$ cat config.mk
export PLATFORM = sky130hd
export DESIGN_NAME = upfc_top
export DESIGN_NICKNAME = d
export VERILOG_FILES = /design/src/upfc_pkg.sv /design/src/upfc_bit_timer.sv /design/src/upfc_sync2.sv /design/src/upfc_top.sv
export SDC_FILE = /design/constraint.sdc
export NUM_CORES = 1
export LEC_CHECK = 0
export CAP_MARGIN = 20
export CORE_MARGIN = 2
export CORE_UTILIZATION = 55
export DETAILED_ROUTE_END_ITERATION = 12
export DONT_BUFFER_PORTS = 1
export PLACE_DENSITY = 0.7
export SETUP_SLACK_MARGIN = 0.1
export SLEW_MARGIN = 20
export SYNTH_ARGS = -nofsm -noshare
export SYNTH_HDL_FRONTEND = slang
export SYNTH_SLANG_ARGS = --single-unit
$ cat constraint.sdc
create_clock -name ref_clk -period 6.4 [get_ports ref_clk]
set_clock_uncertainty 0.15 [all_clocks]
set_input_delay 0.32 -clock ref_clk [delete_from_list [all_inputs] [get_ports ref_clk]]
set_output_delay 0.32 -clock ref_clk [all_outputs]
set_load 0.02 [all_outputs]
$ cat src/upfc_pkg.sv
/*
 * Package for the UART pin function control block: register indices,
 * field positions, reset values, mode codes and the carrier structs.
 * Assumes a 10 MHz core clock and an APB register bus.
 */
package upfc_pkg;
    // Register indices; byte address is four times the index
    localparam logic [11:0] IDX_TX_BREAK = 12'h00a;
    localparam logic [11:0] IDX_TURNAROUND = 12'h00b;
    localparam logic [11:0] IDX_PIN_FUNC = 12'h00c;
    localparam logic [11:0] IDX_PIN_DIR = 12'h00d;
    localparam logic [11:0] IDX_PIN_SET = 12'h00e;
    localparam logic [11:0] IDX_UART_CTRL = 12'h040;
    localparam logic [11:0] IDX_PIN_STATUS = 12'h041;

    localparam logic [15:0] RST_TX_BREAK = 16'h0000;
    localparam logic [3:0] RST_TURNAROUND = 4'h0;
    localparam logic [9:0] RST_PIN_FUNC = 10'h300;
    localparam logic [9:0] RST_PIN_DIR = 10'h000;
    localparam logic [15:0] BREAK_FOREVER = 16'hffff;

    // Field positions in the pin-function register
    localparam int F_RX_TOGGLE = 9;
    localparam int F_TX_TOGGLE = 8;
    localparam int F_CLK_OUT = 7;
    localparam int F_SEC_LO = 5;
    localparam int F_SEC_PIN = 4;
    localparam int F_POLARITY = 3;
    localparam int F_MODE_LO = 0;

    // Pin numbers with alternate functions
    localparam int P_DTR = 2;
    localparam int P_DSR = 3;
    localparam int P_CTS = 4;
    localparam int P_PRIMARY = 5;
    localparam int P_CLK = 6;
    localparam int P_SECONDARY = 7;
    localparam int P_TX_TOG = 8;
    localparam int P_RX_TOG = 9;

    // Timing: one bit time at the default rate, break unit in bit times
    localparam int CLK_HZ = 10_000_000;
    localparam int BAUD_DEFAULT = 115_200;
    localparam int BIT_CYCLES = CLK_HZ / BAUD_DEFAULT;

    typedef enum logic [2:0] {
        UPFC_MODE_GPIO = 3'b000,
        UPFC_MODE_RTS_CTS = 3'b001,
        UPFC_MODE_DTR_DSR = 3'b010,
        UPFC_MODE_EN_ACT = 3'b011,
        UPFC_MODE_EN_FLOW = 3'b100
    } upfc_mode_e;

    typedef enum logic [1:0] {
        UPFC_SEC_GPIO = 2'b00,
        UPFC_SEC_EN_ACT = 2'b01,
        UPFC_SEC_EN_FLOW = 2'b10
    } upfc_sec_e;

    // Status of the UART engine
    typedef struct packed {
        logic tx_busy;
        logic addr_match;
        logic tx_pulse;
        logic rx_pulse;
        logic rx_ready;
        logic clk_out;
    } upfc_uart_s;

    // Two-signal pin group: output value and output enable
    typedef struct packed {
        logic [9:0] o;
        logic [9:0] oe;
    } upfc_pins_s;
endpackage

$ cat src/upfc_bit_timer.sv
/*
 * Down counter of whole bit times. Loading starts a count of len bit
 * times; done pulses for one cycle when it ends. A len of 0 starts no count and gives no done.
 */
`timescale 1ns/1ps
module upfc_bit_timer #(
    parameter int LEN_W = 16,
    parameter int BIT_CYC = 86
) (
    input wire logic ref_clk,
    input wire logic rst,
    input wire logic load,
    input wire logic [LEN_W-1:0] len,
    output logic busy,
    output logic done
);
    // The cycle counter is 16 bits wide
    if (BIT_CYC < 1 || BIT_CYC > 65536 || LEN_W < 1) begin : bad_params
        $error("upfc_bit_timer: bad parameters");
    end
    logic [LEN_W-1:0] bits;
    logic [15:0] cyc;
    logic [LEN_W-1:0] next_bits;
    logic [15:0] next_cyc;
    logic next_busy;
    logic next_done;

    always_comb begin
        next_bits = bits;
        next_cyc = cyc;
        next_busy = busy;
        next_done = 1'b0;
        if (load) begin
            next_bits = len;
            next_cyc = 16'(BIT_CYC - 1);
            next_busy = (len != '0);
        end else if (busy) begin
            if (cyc != 16'h0000) begin
                next_cyc = cyc - 16'h0001;
            end else begin
                next_cyc = 16'(BIT_CYC - 1);
                next_bits = bits - LEN_W'(1);
                if (bits == LEN_W'(1)) begin
                    next_busy = 1'b0;
                    next_done = 1'b1;
                end
            end
        end
    end

    always_ff @(posedge ref_clk) begin
        if (rst) begin
            bits <= '0;
            cyc <= 16'h0000;
            busy <= 1'b0;
            done <= 1'b0;
        end else begin
            bits <= next_bits;
            cyc <= next_cyc;
            busy <= next_busy;
            done <= next_done;
        end
    end
endmodule // upfc_bit_timer

$ cat src/upfc_sync2.sv
/*
 * Two-flop synchroniser for a vector of pin inputs. Assumes the pins
 * are asynchronous to ref_clk.
 */
`timescale 1ns/1ps
module upfc_sync2 #(
    parameter int W = 10
) (
    input wire logic ref_clk,
    input wire logic rst,
    input wire logic [W-1:0] d,
    output logic [W-1:0] q
);
    if (W < 1) begin : bad_width
        $error("upfc_sync2: bad width");
    end
    logic [W-1:0] meta;
    always_ff @(posedge ref_clk) begin
        if (rst) begin
            meta <= '0;
            q <= '0;
        end else begin
            meta <= d;
            q <= meta;
        end
    end
endmodule // upfc_sync2

$ cat src/upfc_top.sv
/*
 * UART pin function control: break control, RS-485 turn-around delay,
 * pin function selection, pin direction and set-only output register.
 * Assumes an APB master and a UART engine on ref_clk that reports its
 * state through the upfc_uart_s carrier.
 */
// Notes on behaviour
// Break value all ones holds transmit output in break until changed.
// Other non-zero break values give a break of that many bit times.
// Direction enable drops 0-15 bit times after transmission ends.
// Function bit 9 picks pin 9 receive toggle, resets to 1.
// Function bit 8 picks pin 8 transmit toggle, resets to 1.
// Function bit 7 routes clock output to pin 6.
// Secondary field: 00 I/O, 01 enable while sending, 10 on match.
// Pin-select bit enables the secondary field on pin 7; the mode field drives pin 5 enable either way.
// Software keeps pin 5 function different from pin 7 function.
// Polarity bit 0 makes direction enable active low, 1 active high.
// Mode field assigns RTS/CTS, DTR/DSR or enable roles to pins.
// Software avoids reserved mode and secondary codes.
// Direction register sets plain pins input or output only.
// Writing ones to set register drives plain output pins high.
// Set register leaves pins configured as inputs untouched.
// Software writes zero to reserved upper bits.
// Match-only receive mode gates received data on address match.
`timescale 1ns/1ps
module upfc_top (
    input wire logic ref_clk,
    input wire logic rst,
    input wire logic psel,
    input wire logic penable,
    input wire logic pwrite,
    input wire logic [15:0] paddr,
    input wire logic [31:0] pwdata,
    output logic [31:0] prdata,
    output logic pready,
    output logic pslverr,
    input wire upfc_pkg::upfc_uart_s uart,
    input wire logic uart_rts_want,
    input wire logic uart_dtr_want,
    output logic tx_pin,
    output logic tx_hold,
    output logic rx_accept,
    output upfc_pkg::upfc_pins_s pins,
    input wire logic [9:0] pin_in
);
    logic [15:0] tx_break;
    logic [3:0] turnaround;
    logic [9:0] pin_func;
    logic [9:0] pin_dir;
    logic [9:0] pin_out;
    logic [2:0] flow_mode;
    logic [15:0] next_tx_break;
    logic [3:0] next_turnaround;
    logic [9:0] next_pin_func;
    logic [9:0] next_pin_dir;
    logic [9:0] next_pin_out;
    logic [2:0] next_flow_mode;
    logic [31:0] next_prdata;
    logic next_pready;
    logic next_pslverr;
    logic [9:0] pin_sync;
    logic wr_en;
    logic rd_en;
    logic [11:0] idx;
    logic addr_ok;

    upfc_sync2 #(.W(10)) u_sync (
        .ref_clk(ref_clk),
        .rst(rst),
        .d(pin_in),
        .q(pin_sync)
    );

    // APB: answer in the second access cycle, after one wait state
    assign idx = paddr[13:2];
    assign wr_en = psel && penable && !pready && pwrite;
    assign rd_en = psel && penable && !pready && !pwrite;
    assign addr_ok = (paddr[1:0] == 2'b00) && (paddr[15:14] == 2'b00)
        && (idx == upfc_pkg::IDX_TX_BREAK || idx == upfc_pkg::IDX_TURNAROUND
        || idx == upfc_pkg::IDX_PIN_FUNC || idx == upfc_pkg::IDX_PIN_DIR
        || idx == upfc_pkg::IDX_PIN_SET || idx == upfc_pkg::IDX_UART_CTRL
        || idx == upfc_pkg::IDX_PIN_STATUS);

    // Alternate-function mask: a pin is plain when no alternate function owns it
    logic [9:0] alt;
    logic sec_sel;
    always_comb begin
        alt = 10'h000;
        sec_sel = pin_func[upfc_pkg::F_SEC_PIN];
        alt[upfc_pkg::P_RX_TOG] = pin_func[upfc_pkg::F_RX_TOGGLE];
        alt[upfc_pkg::P_TX_TOG] = pin_func[upfc_pkg::F_TX_TOGGLE];
        alt[upfc_pkg::P_CLK] = pin_func[upfc_pkg::F_CLK_OUT];
        if (sec_sel) begin
            alt[upfc_pkg::P_SECONDARY] = (pin_func[6:5] != 2'b00);
        end
        unique case (pin_func[2:0])
            upfc_pkg::UPFC_MODE_RTS_CTS: begin
                alt[upfc_pkg::P_CTS] = 1'b1;
                alt[upfc_pkg::P_PRIMARY] = 1'b1;
            end
            upfc_pkg::UPFC_MODE_DTR_DSR: begin
                alt[upfc_pkg::P_DTR] = 1'b1;
                alt[upfc_pkg::P_DSR] = 1'b1;
            end
            upfc_pkg::UPFC_MODE_EN_ACT, upfc_pkg::UPFC_MODE_EN_FLOW: begin
                alt[upfc_pkg::P_PRIMARY] = 1'b1;
            end
            default: begin
            end
        endcase
    end

    always_comb begin
        next_tx_break = tx_break;
        next_turnaround = turnaround;
        next_pin_func = pin_func;
        next_pin_dir = pin_dir;
        next_pin_out = pin_out;
        next_flow_mode = flow_mode;
        next_prdata = prdata;
        next_pready = psel && penable && !pready;
        next_pslverr = psel && penable && !pready && !addr_ok;
        if (wr_en && addr_ok) begin
            unique case (idx)
                upfc_pkg::IDX_TX_BREAK: next_tx_break = pwdata[15:0];
                upfc_pkg::IDX_TURNAROUND: next_turnaround = pwdata[3:0];
                upfc_pkg::IDX_PIN_FUNC: next_pin_func = pwdata[9:0];
                upfc_pkg::IDX_PIN_DIR: next_pin_dir = pwdata[9:0];
                upfc_pkg::IDX_PIN_SET: begin
                    next_pin_out = pin_out | (pwdata[9:0] & pin_dir & ~alt);
                end
                upfc_pkg::IDX_UART_CTRL: next_flow_mode = pwdata[2:0];
                default: begin
                end
            endcase
        end
        if (rd_en) begin
            next_prdata = 32'h0000_0000;
            unique case (idx)
                upfc_pkg::IDX_TX_BREAK: next_prdata[15:0] = tx_break;
                upfc_pkg::IDX_TURNAROUND: next_prdata[3:0] = turnaround;
                upfc_pkg::IDX_PIN_FUNC: next_prdata[9:0] = pin_func;
                upfc_pkg::IDX_PIN_DIR: next_prdata[9:0] = pin_dir;
                upfc_pkg::IDX_UART_CTRL: next_prdata[2:0] = flow_mode;
                upfc_pkg::IDX_PIN_STATUS: next_prdata[9:0] = pin_sync;
                default: begin
                end
            endcase
        end
    end

    always_ff @(posedge ref_clk) begin
        if (rst) begin
            tx_break <= upfc_pkg::RST_TX_BREAK;
            turnaround <= upfc_pkg::RST_TURNAROUND;
            pin_func <= upfc_pkg::RST_PIN_FUNC;
            pin_dir <= upfc_pkg::RST_PIN_DIR;
            pin_out <= 10'h000;
            flow_mode <= 3'b000;
            prdata <= 32'h0000_0000;
            pready <= 1'b0;
            pslverr <= 1'b0;
        end else begin
            tx_break <= next_tx_break;
            turnaround <= next_turnaround;
            pin_func <= next_pin_func;
            pin_dir <= next_pin_dir;
            pin_out <= next_pin_out;
            flow_mode <= next_flow_mode;
            prdata <= next_prdata;
            pready <= next_pready;
            pslverr <= next_pslverr;
        end
    end

    // Break generator: a write of any value other than all ones restarts it
    logic brk_load;
    logic brk_busy;
    logic brk_done;
    assign brk_load = wr_en && addr_ok && (idx == upfc_pkg::IDX_TX_BREAK)
        && (pwdata[15:0] != upfc_pkg::BREAK_FOREVER);
    upfc_bit_timer #(.LEN_W(16), .BIT_CYC(upfc_pkg::BIT_CYCLES)) u_brk (
        .ref_clk(ref_clk),
        .rst(rst),
        .load(brk_load),
        .len(pwdata[15:0]),
        .busy(brk_busy),
        .done(brk_done)
    );

    // Turn-around: enable stays on while sending and for the delay after
    logic tx_busy_d;
    logic ta_load;
    logic ta_busy;
    assign ta_load = tx_busy_d && !uart.tx_busy;
    upfc_bit_timer #(.LEN_W(4), .BIT_CYC(upfc_pkg::BIT_CYCLES)) u_ta (
        .ref_clk(ref_clk),
        .rst(rst),
        .load(ta_load),
        .len(turnaround),
        .busy(ta_busy),
        .done()
    );

    logic en_act;
    logic en_flow;
    logic pol;
    logic next_tx_pin;
    logic next_tx_hold;
    logic next_rx_accept;
    upfc_pkg::upfc_pins_s next_pins;
    always_comb begin
        en_act = uart.tx_busy || ta_busy || ta_load;
        en_flow = uart.addr_match;
        pol = pin_func[upfc_pkg::F_POLARITY];
        next_tx_pin = !((tx_break == upfc_pkg::BREAK_FOREVER) || brk_busy);
        next_tx_hold = 1'b0;
        next_rx_accept = uart.rx_ready;
        if (flow_mode == 3'b011 || flow_mode == 3'b100) begin
            next_rx_accept = uart.rx_ready && uart.addr_match;
        end
        next_pins.o = pin_out;
        next_pins.oe = pin_dir & ~alt;
        next_pins.o[upfc_pkg::P_RX_TOG] = alt[upfc_pkg::P_RX_TOG] ? uart.rx_pulse
            : pin_out[upfc_pkg::P_RX_TOG];
        next_pins.o[upfc_pkg::P_TX_TOG] = alt[upfc_pkg::P_TX_TOG] ? uart.tx_pulse
            : pin_out[upfc_pkg::P_TX_TOG];
        next_pins.oe[upfc_pkg::P_RX_TOG] = pin_dir[upfc_pkg::P_RX_TOG] | alt[upfc_pkg::P_RX_TOG];
        next_pins.oe[upfc_pkg::P_TX_TOG] = pin_dir[upfc_pkg::P_TX_TOG] | alt[upfc_pkg::P_TX_TOG];
        if (alt[upfc_pkg::P_CLK]) begin
            next_pins.o[upfc_pkg::P_CLK] = uart.clk_out;
            next_pins.oe[upfc_pkg::P_CLK] = 1'b1;
        end
        if (alt[upfc_pkg::P_SECONDARY]) begin
            next_pins.oe[upfc_pkg::P_SECONDARY] = 1'b1;
            next_pins.o[upfc_pkg::P_SECONDARY] = ((pin_func[6:5] == upfc_pkg::UPFC_SEC_EN_ACT)
                ? en_act : en_flow) ~^ pol;
        end
        unique case (pin_func[2:0])
            upfc_pkg::UPFC_MODE_RTS_CTS: begin
                next_pins.oe[upfc_pkg::P_PRIMARY] = 1'b1;
                next_pins.o[upfc_pkg::P_PRIMARY] = !uart_rts_want;
                next_tx_hold = pin_sync[upfc_pkg::P_CTS];
            end
            upfc_pkg::UPFC_MODE_DTR_DSR: begin
                next_pins.oe[upfc_pkg::P_DTR] = 1'b1;
                next_pins.o[upfc_pkg::P_DTR] = !uart_dtr_want;
                next_tx_hold = pin_sync[upfc_pkg::P_DSR];
            end
            upfc_pkg::UPFC_MODE_EN_ACT, upfc_pkg::UPFC_MODE_EN_FLOW: begin
                if (alt[upfc_pkg::P_PRIMARY]) begin
                    next_pins.oe[upfc_pkg::P_PRIMARY] = 1'b1;
                    next_pins.o[upfc_pkg::P_PRIMARY] =
                        ((pin_func[2:0] == upfc_pkg::UPFC_MODE_EN_ACT) ? en_act : en_flow)
                        ~^ pol;
                end
            end
            default: begin
            end
        endcase
    end

    always_ff @(posedge ref_clk) begin
        if (rst) begin
            tx_busy_d <= 1'b0;
            tx_pin <= 1'b1;
            tx_hold <= 1'b0;
            rx_accept <= 1'b0;
            pins <= '0;
        end else begin
            tx_busy_d <= uart.tx_busy;
            tx_pin <= next_tx_pin;
            tx_hold <= next_tx_hold;
            rx_accept <= next_rx_accept;
            pins <= next_pins;
        end
    end
endmodule // upfc_top

==> impl_metrics.yaml, run 1 <==
placed_design:
  dpl_worst_slack_ns: 3.21
  dp_hpwl_mm: 11.9
  gp_congestion: 0.858
  io_buffers: 0
  place_inst: 952
  place_area_sq_um: 7260
worst_setup_path:
  critical_path_buf_inv_count: 0
  crit_family: "simple AND/OR/NAND/NOR gates"
  slowest_delay_ns: 0.79
  cp.depth: 5
  critical-path-slowest-cell: "and4_1"
  cp.required_ns: 6.53
  path_cells: "nor4_2, and4_1, nand2b_1, a21oi_1, a221oi_1"
  r2r_cells: 6
  end_kind: "register"
  crit_fanout: 21
  worst_ep_arrival_time_ns: 2.97
  worst-setup-path-type: "in -> reg"
  cp-start-kind: "input pin"
yosys:
  synth.top_cell.area_share_pct: 46.6
  synth_most_common_cell: "dfxtp_1"
  synth-compound-area-share_pct: 12.1
  async_flop_share_pct: 0
  syn_area_per_cell_sq_um: 8.82
  yosys.area_share.simple_pct: 25.1
  ys_top_cells_by_count: "169 x dfxtp_1, 126 x nor2_1, 70 x nand2_1"
  synth_seq_area_share_pct: 46.6
  synth_edf_count: 0
  synth_flop_cell: "dfxtp_1"
  synthesis.instances: 824
  synthAdderAreaFrac_pct: 1.03
  netlist_area_sq_um: 7270
  synth_area_leaders: "dfxtp_1 47%, nor2_1 6.5%, mux2i_1 4.8%"
  synth_largest_area_cell: "dfxtp_1"
  ys_types: 59
  yosysWarnings: 0
  synth_seq_cells: 169
  synth_xor_area_share_pct: 5.30
  synth_top_family_by_area: "simple AND/OR/NAND/NOR gates"
  synthMuxAreaShare_pct: 4.82
finish:
  syn2layout_area_growth_pct: 14.1
  utilization_pct: 64.9
  layout-drive-gt1-share_pct: 6.14
  antenna_cells: 0
  layoutNonFillerInstCount: 1019
  nNetsFinal: 911
  stdcell_area_sq_um: 8290
clock_tree:
  clockBufferDepth: 2
  numCtsBuffers: 17
  worstSkewPairLatency_ns: 0.43
  tritoncts: "yes"
  cts_root_buffer: "clkbuf_16"
  cts_setup_buffers: 0
  clkSinkCount: 169
  cts.clk_slew.worst_paths_ns: 0.06
  htree_levels: 4
pwr:
  p_leak_nw: 3.04
  p_per_area_nw_per_um2: 280
  peakVddDrop_v: 0.000248
detailed_routing:
  vias: 5984
  wl_per_cell_microns: 18.1
  ant_nets: 0
  drt_first_pass_iters: 5
  drt-initial-drc-count: 486
  postRouteWirelength_mm: 18.5
  viasPerCell: 5.87
  drc_errors: 0
floorplanning:
  core_area_sq_um: 12800
  initial_utilization_pct: 56.9
  num_io_pins: 128
  fp.dieH_microns: 119
  row_count: 41
  die_w_microns: 119
  die-area_sq_um: 14100
hold_path:
  holdPathStages: 4
  worstHoldPathType: "in -> reg"
timing:
  fmax_mhz: 352
  slew_headroom_pct: 28.8
  fin_ws_ns: 3.56
  finalCriticalPeriod_ns: 2.84
  tightest_slew_ns: 1.06
  rsz0062_at_grt: "no"
  hold_viol: 0
  slew_viol_final: 0
  period_share_pct: 44.4
  finalSetupTns_ns: 0
  setup_viol: 0
flow_run:
  drv_cap: 0
outcome:
  outcome: "completed"
grt:
  grt_util_all_layers_pct: 26.1
  antenna_found_initial: 0
  grt_max_degree: 125
  grt_pass1_vias: 5734
  gr-total-overflow: 0
  grt_pass1_wl_mm: 29.1
## through the flow
step,hold WS (ns),total power [mW]
floorplan,0.264,1.19
global placement,0.248,1.19
detailed placement,0.249,1.19
CTS,0.00231,2.33
global route,0.0147,2.40
finish,0.0143,2.32
## sequential cells by signal, indices dropped and copies added (netlist names), 3 cells and up
signal       flops
u_sync.q        10
u_brk.cyc       16
flow_mode        3
prdata          16
turnaround       4
pin_dir         10
pins            20
u_ta.cyc        16
pin_out         10
pin_func        10
u_sync.meta     10
u_brk.bits      16
u_ta.bits        4
tx_break        16
## power breakdown
part	total [mW]	switching [mW]	internal [mW]
sequential	1.09	0.0169	1.07
combinational	0.119	0.0731	0.0460
clock	1.12	0.427	0.692
## timing repair
item | in CTS | in global routing
hold buffers | 35 | 0
resized for setup | 0 | 0
hold endpoints to repair | 130 | 0
## layout by cell type (no fill, tap or decap), types with 17 or more instances in the layout
| cell type | synthesis | layout |
|---|---|---|
| clkbuf_16 | 0 | 17 |
| dlygate4sd3_1 | 0 | 34 |
| nor2_1 | 126 | 126 |
| dfxtp_1 | 169 | 169 |
| nor3_1 | 17 | 17 |
| xor2_1 | 20 | 20 |
| nor2b_1 | 31 | 31 |
| mux2i_1 | 35 | 35 |
| a21oi_1 | 48 | 48 |
| xnor2_1 | 24 | 24 |
| inv_1 | 18 | 18 |
| nand3_1 | 21 | 21 |
| a211oi_1 | 22 | 22 |
| nand2_1 | 70 | 70 |
## cell type report
cell class	count	area, sq um
well taps	172	215
clock inverters	11	178
fillers	1037	4490
inverters	18	67.6
flip-flops and latches	169	3380
clock buffers	21	470
multi-input cells	590	3580
repair buffers	38	390
## worst paths after layout
| kind | startpoint | slack [ns] | end |
|---|---|---|---|
| min reg2reg | u_sync.meta[4] | 0.28 | u_sync.q[4] |
| min | pwdata[8] | 0.01 | pin_out[8] |
| max | paddr[11] | 3.56 | u_brk.bits[7] |
| max reg2reg | pready | 3.69 | u_brk.bits[8] |
## worst min-delay path, cell delays in order
cell     delay (ns)
nand2_1        0.04
nor2_1         0.03
a21oi_1        0.11
nor2_1         0.04
## metal layers
layer,share of wire (%),global-route usage [%],up-vias
met5,0,0,-
met4,3.4,11.8,0
met3,5.9,7.90,44
met2,48,42.1,215
met1,43,32.2,2831
li1,-,-,2894
## cell families after synthesis
| family | Yosys count |
|---|---|
| simple gates | 358 |
| other cells | 1 |
| fa+ha+maj | 6 |
| xor+xnor | 44 |
| buf+inv | 80 |
| mux | 35 |
| compound gates | 131 |
| flops | 169 |
Power figures use the tool's default switching activity.
==> inputs of run 2 (changes only) <==
Settings changed: PLACE_DENSITY 0.7 to 0.73.
Clock period 6.4 ns to 2.6 ns, I/O delays scaled along.
==> run 2 against run 1 <==
Effect of this change:
- via count increased by 5.1%
- setup slack worse by 3.4 ns
- wire length up 4.1%
- first-iteration DRC count rose by 35%
- design area increased by 3.9%
- cell count is 3.8% higher
- count of clock-buffer cells in the layout decreased by 1
- clock power increased by 130%
- global-route usage increased by 1.1 points
- sequential power up 150%
- combinational power grew to 2.8 times the previous value
- critical endpoint is now u_ta.bits[0]
- largest cell class unchanged
==> impl_metrics.yaml, run 2 (synthesis results as in run 1) <==
floorplanning:
  num_io_pins: 128
  die_w_microns: 119
  core_area_sq_um: 12800
  fp.dieH_microns: 119
  die-area_sq_um: 14100
  initial_utilization_pct: 56.9
  row_count: 41
placed_design:
  io_buffers: 0
  dp_hpwl_mm: 12.1
  gp_congestion: 0.858
  place_area_sq_um: 7400
  place_inst: 969
pwr:
  p_leak_nw: 3.22
  peakVddDrop_v: 0.000554
  total_power_mw: 5.61
  p_per_area_nw_per_um2: 651
timing:
  rsz0062_at_grt: "yes"
  slew_headroom_pct: 50.1
  finalSetupTns_ns: 0
  period_share_pct: 93.5
  slew_viol_final: 0
  hold_viol: 0
  fmax_mhz: 411
  finalCriticalPeriod_ns: 2.43
  tightest_slew_ns: 0.741
  setup_viol: 0
worst_setup_path:
  r2r_cells: 7
  cp-start-kind: "register"
  end_kind: "register"
  crit_fanout: 5
  worst-setup-path-type: "reg -> reg"
  cp.required_ns: 2.82
  worst_ep_arrival_time_ns: 2.65
clock_tree:
  clockBufferDepth: 2
  tritoncts: "yes"
  cts_root_buffer: "clkbuf_16"
  worstSkewPairLatency_ns: 0.43
  cts.clk_slew.worst_paths_ns: 0.06
  htree_levels: 4
  cts_setup_buffers: 0
  clkSinkCount: 169
  numCtsBuffers: 17
finish:
  final_common_cell: "dfxtp_1"
  top_register: "pins"
  layout-drive-gt1-share_pct: 8.14
  nNetsFinal: 949
  largest_reg_flops: 20
  final_cell_mix: "169 x dfxtp_1, 126 x nor2_1, 70 x nand2_1, 55 x dlygate4sd3_1, 48 x a21oi_1"
  layoutNonFillerInstCount: 1058
  syn2layout_area_growth_pct: 18.5
  stdcell_area_sq_um: 8610
detailed_routing:
  ant_nets: 0
  drt-initial-drc-count: 655
  postRouteWirelength_mm: 19.2
  wl_per_cell_microns: 18.2
  viasPerCell: 5.94
  vias: 6287
  drc_errors: 0
  drt_first_pass_iters: 5
grt:
  grtUsageMet1_pct: 33.7
  grt_pass1_vias: 6068
  use_met3_pct: 6.03
  gr-total-overflow: 0
  grt_max_degree: 120
  use_met2_pct: 45.0
  top_usage_layer: "met2"
  grt_pass1_wl_mm: 30.4
  antenna_found_initial: 0
  grt_util_all_layers_pct: 27.2
hold_path:
  worstHoldPathType: "in -> reg"
  holdPathStages: 4
flow_run:
  drv_cap: 0
outcome:
  outcome: "completed"
## run 2: changes by cell type in the layout (fill, tap and decap cells not counted), moves of 2 or more
cell | before | now
buf_4 | 3 | 20
clkbuf_8 | 3 | 1
clkinv_4 | 0 | 2
dlygate4sd3_1 | 34 | 55
inv_6 | 6 | 3
nor4_1 | 16 | 14
nor4_2 | 5 | 7
## run 2: worst paths after layout
check / from / to / slack, ns
max: u_ta.cyc[8] / u_ta.bits[0] / 0.17
min: uart[4] / pins[17] / 0.01
max reg2reg: u_ta.cyc[8] / u_ta.bits[0] / 0.17
min reg2reg: u_sync.meta[8] / u_sync.q[8] / 0.29
## run 2: report_power, final
group | internal, mW | total (mW) | leakage, nW | switching (mW)
clock | 1.55 | 2.60 | 0.297 | 1.05
combinational | 0.137 | 0.332 | 1.55 | 0.195
sequential | 2.63 | 2.68 | 1.37 | 0.0434
total | 4.32 | 5.61 | 3.22 | 1.29
## run 2: layout make-up
class,instances,area (sq um)
antenna,1,2.50
inverter,18,67.6
clock buffer,20,447
sequential,169,3380
tap,172,215
fill,994,4160
clock inverter,12,163
timing repair buffer,76,728
multi-input combinational,590,3610
## run 2: worst max-delay path: stages (launching register included)
cell	delay, ns
dfxtp_1	0.37
nor4_2	0.28
buf_4	0.17
and4_1	0.25
and2_2	0.22
xnor2_1	0.10
a211oi_2	0.25
dlygate4sd3_1	0.59
## run 2: routing by layer
metal  vias to the layer above  routed length (microns)
met3                        53                     1410
met1                      2971                     8020
met2                       301                     9110
li1                       2962                        -
met4                         0                      679
met5                         -                        0
## run 2: timing repair
item	4_1_cts	5_1_grt
endpoints found under the setup margin	0	4
gates resized for setup	0	5
hold endpoints to repair	141	0
hold buffers	56	0
## run 2: metrics by stage
step | util, % | setup WS [ns] | hold WS [ns]
detailed placement | 57.9 | 0.280 | 0.0647
CTS | 67.2 | 0.185 | 0.000520
finish | 67.4 | 0.170 | 0.0143
global placement | 57.9 | 0.364 | 0.0581
global route | 67.4 | 0.0610 | 0.0330
floorplan | - | 0.499 | 0.0756
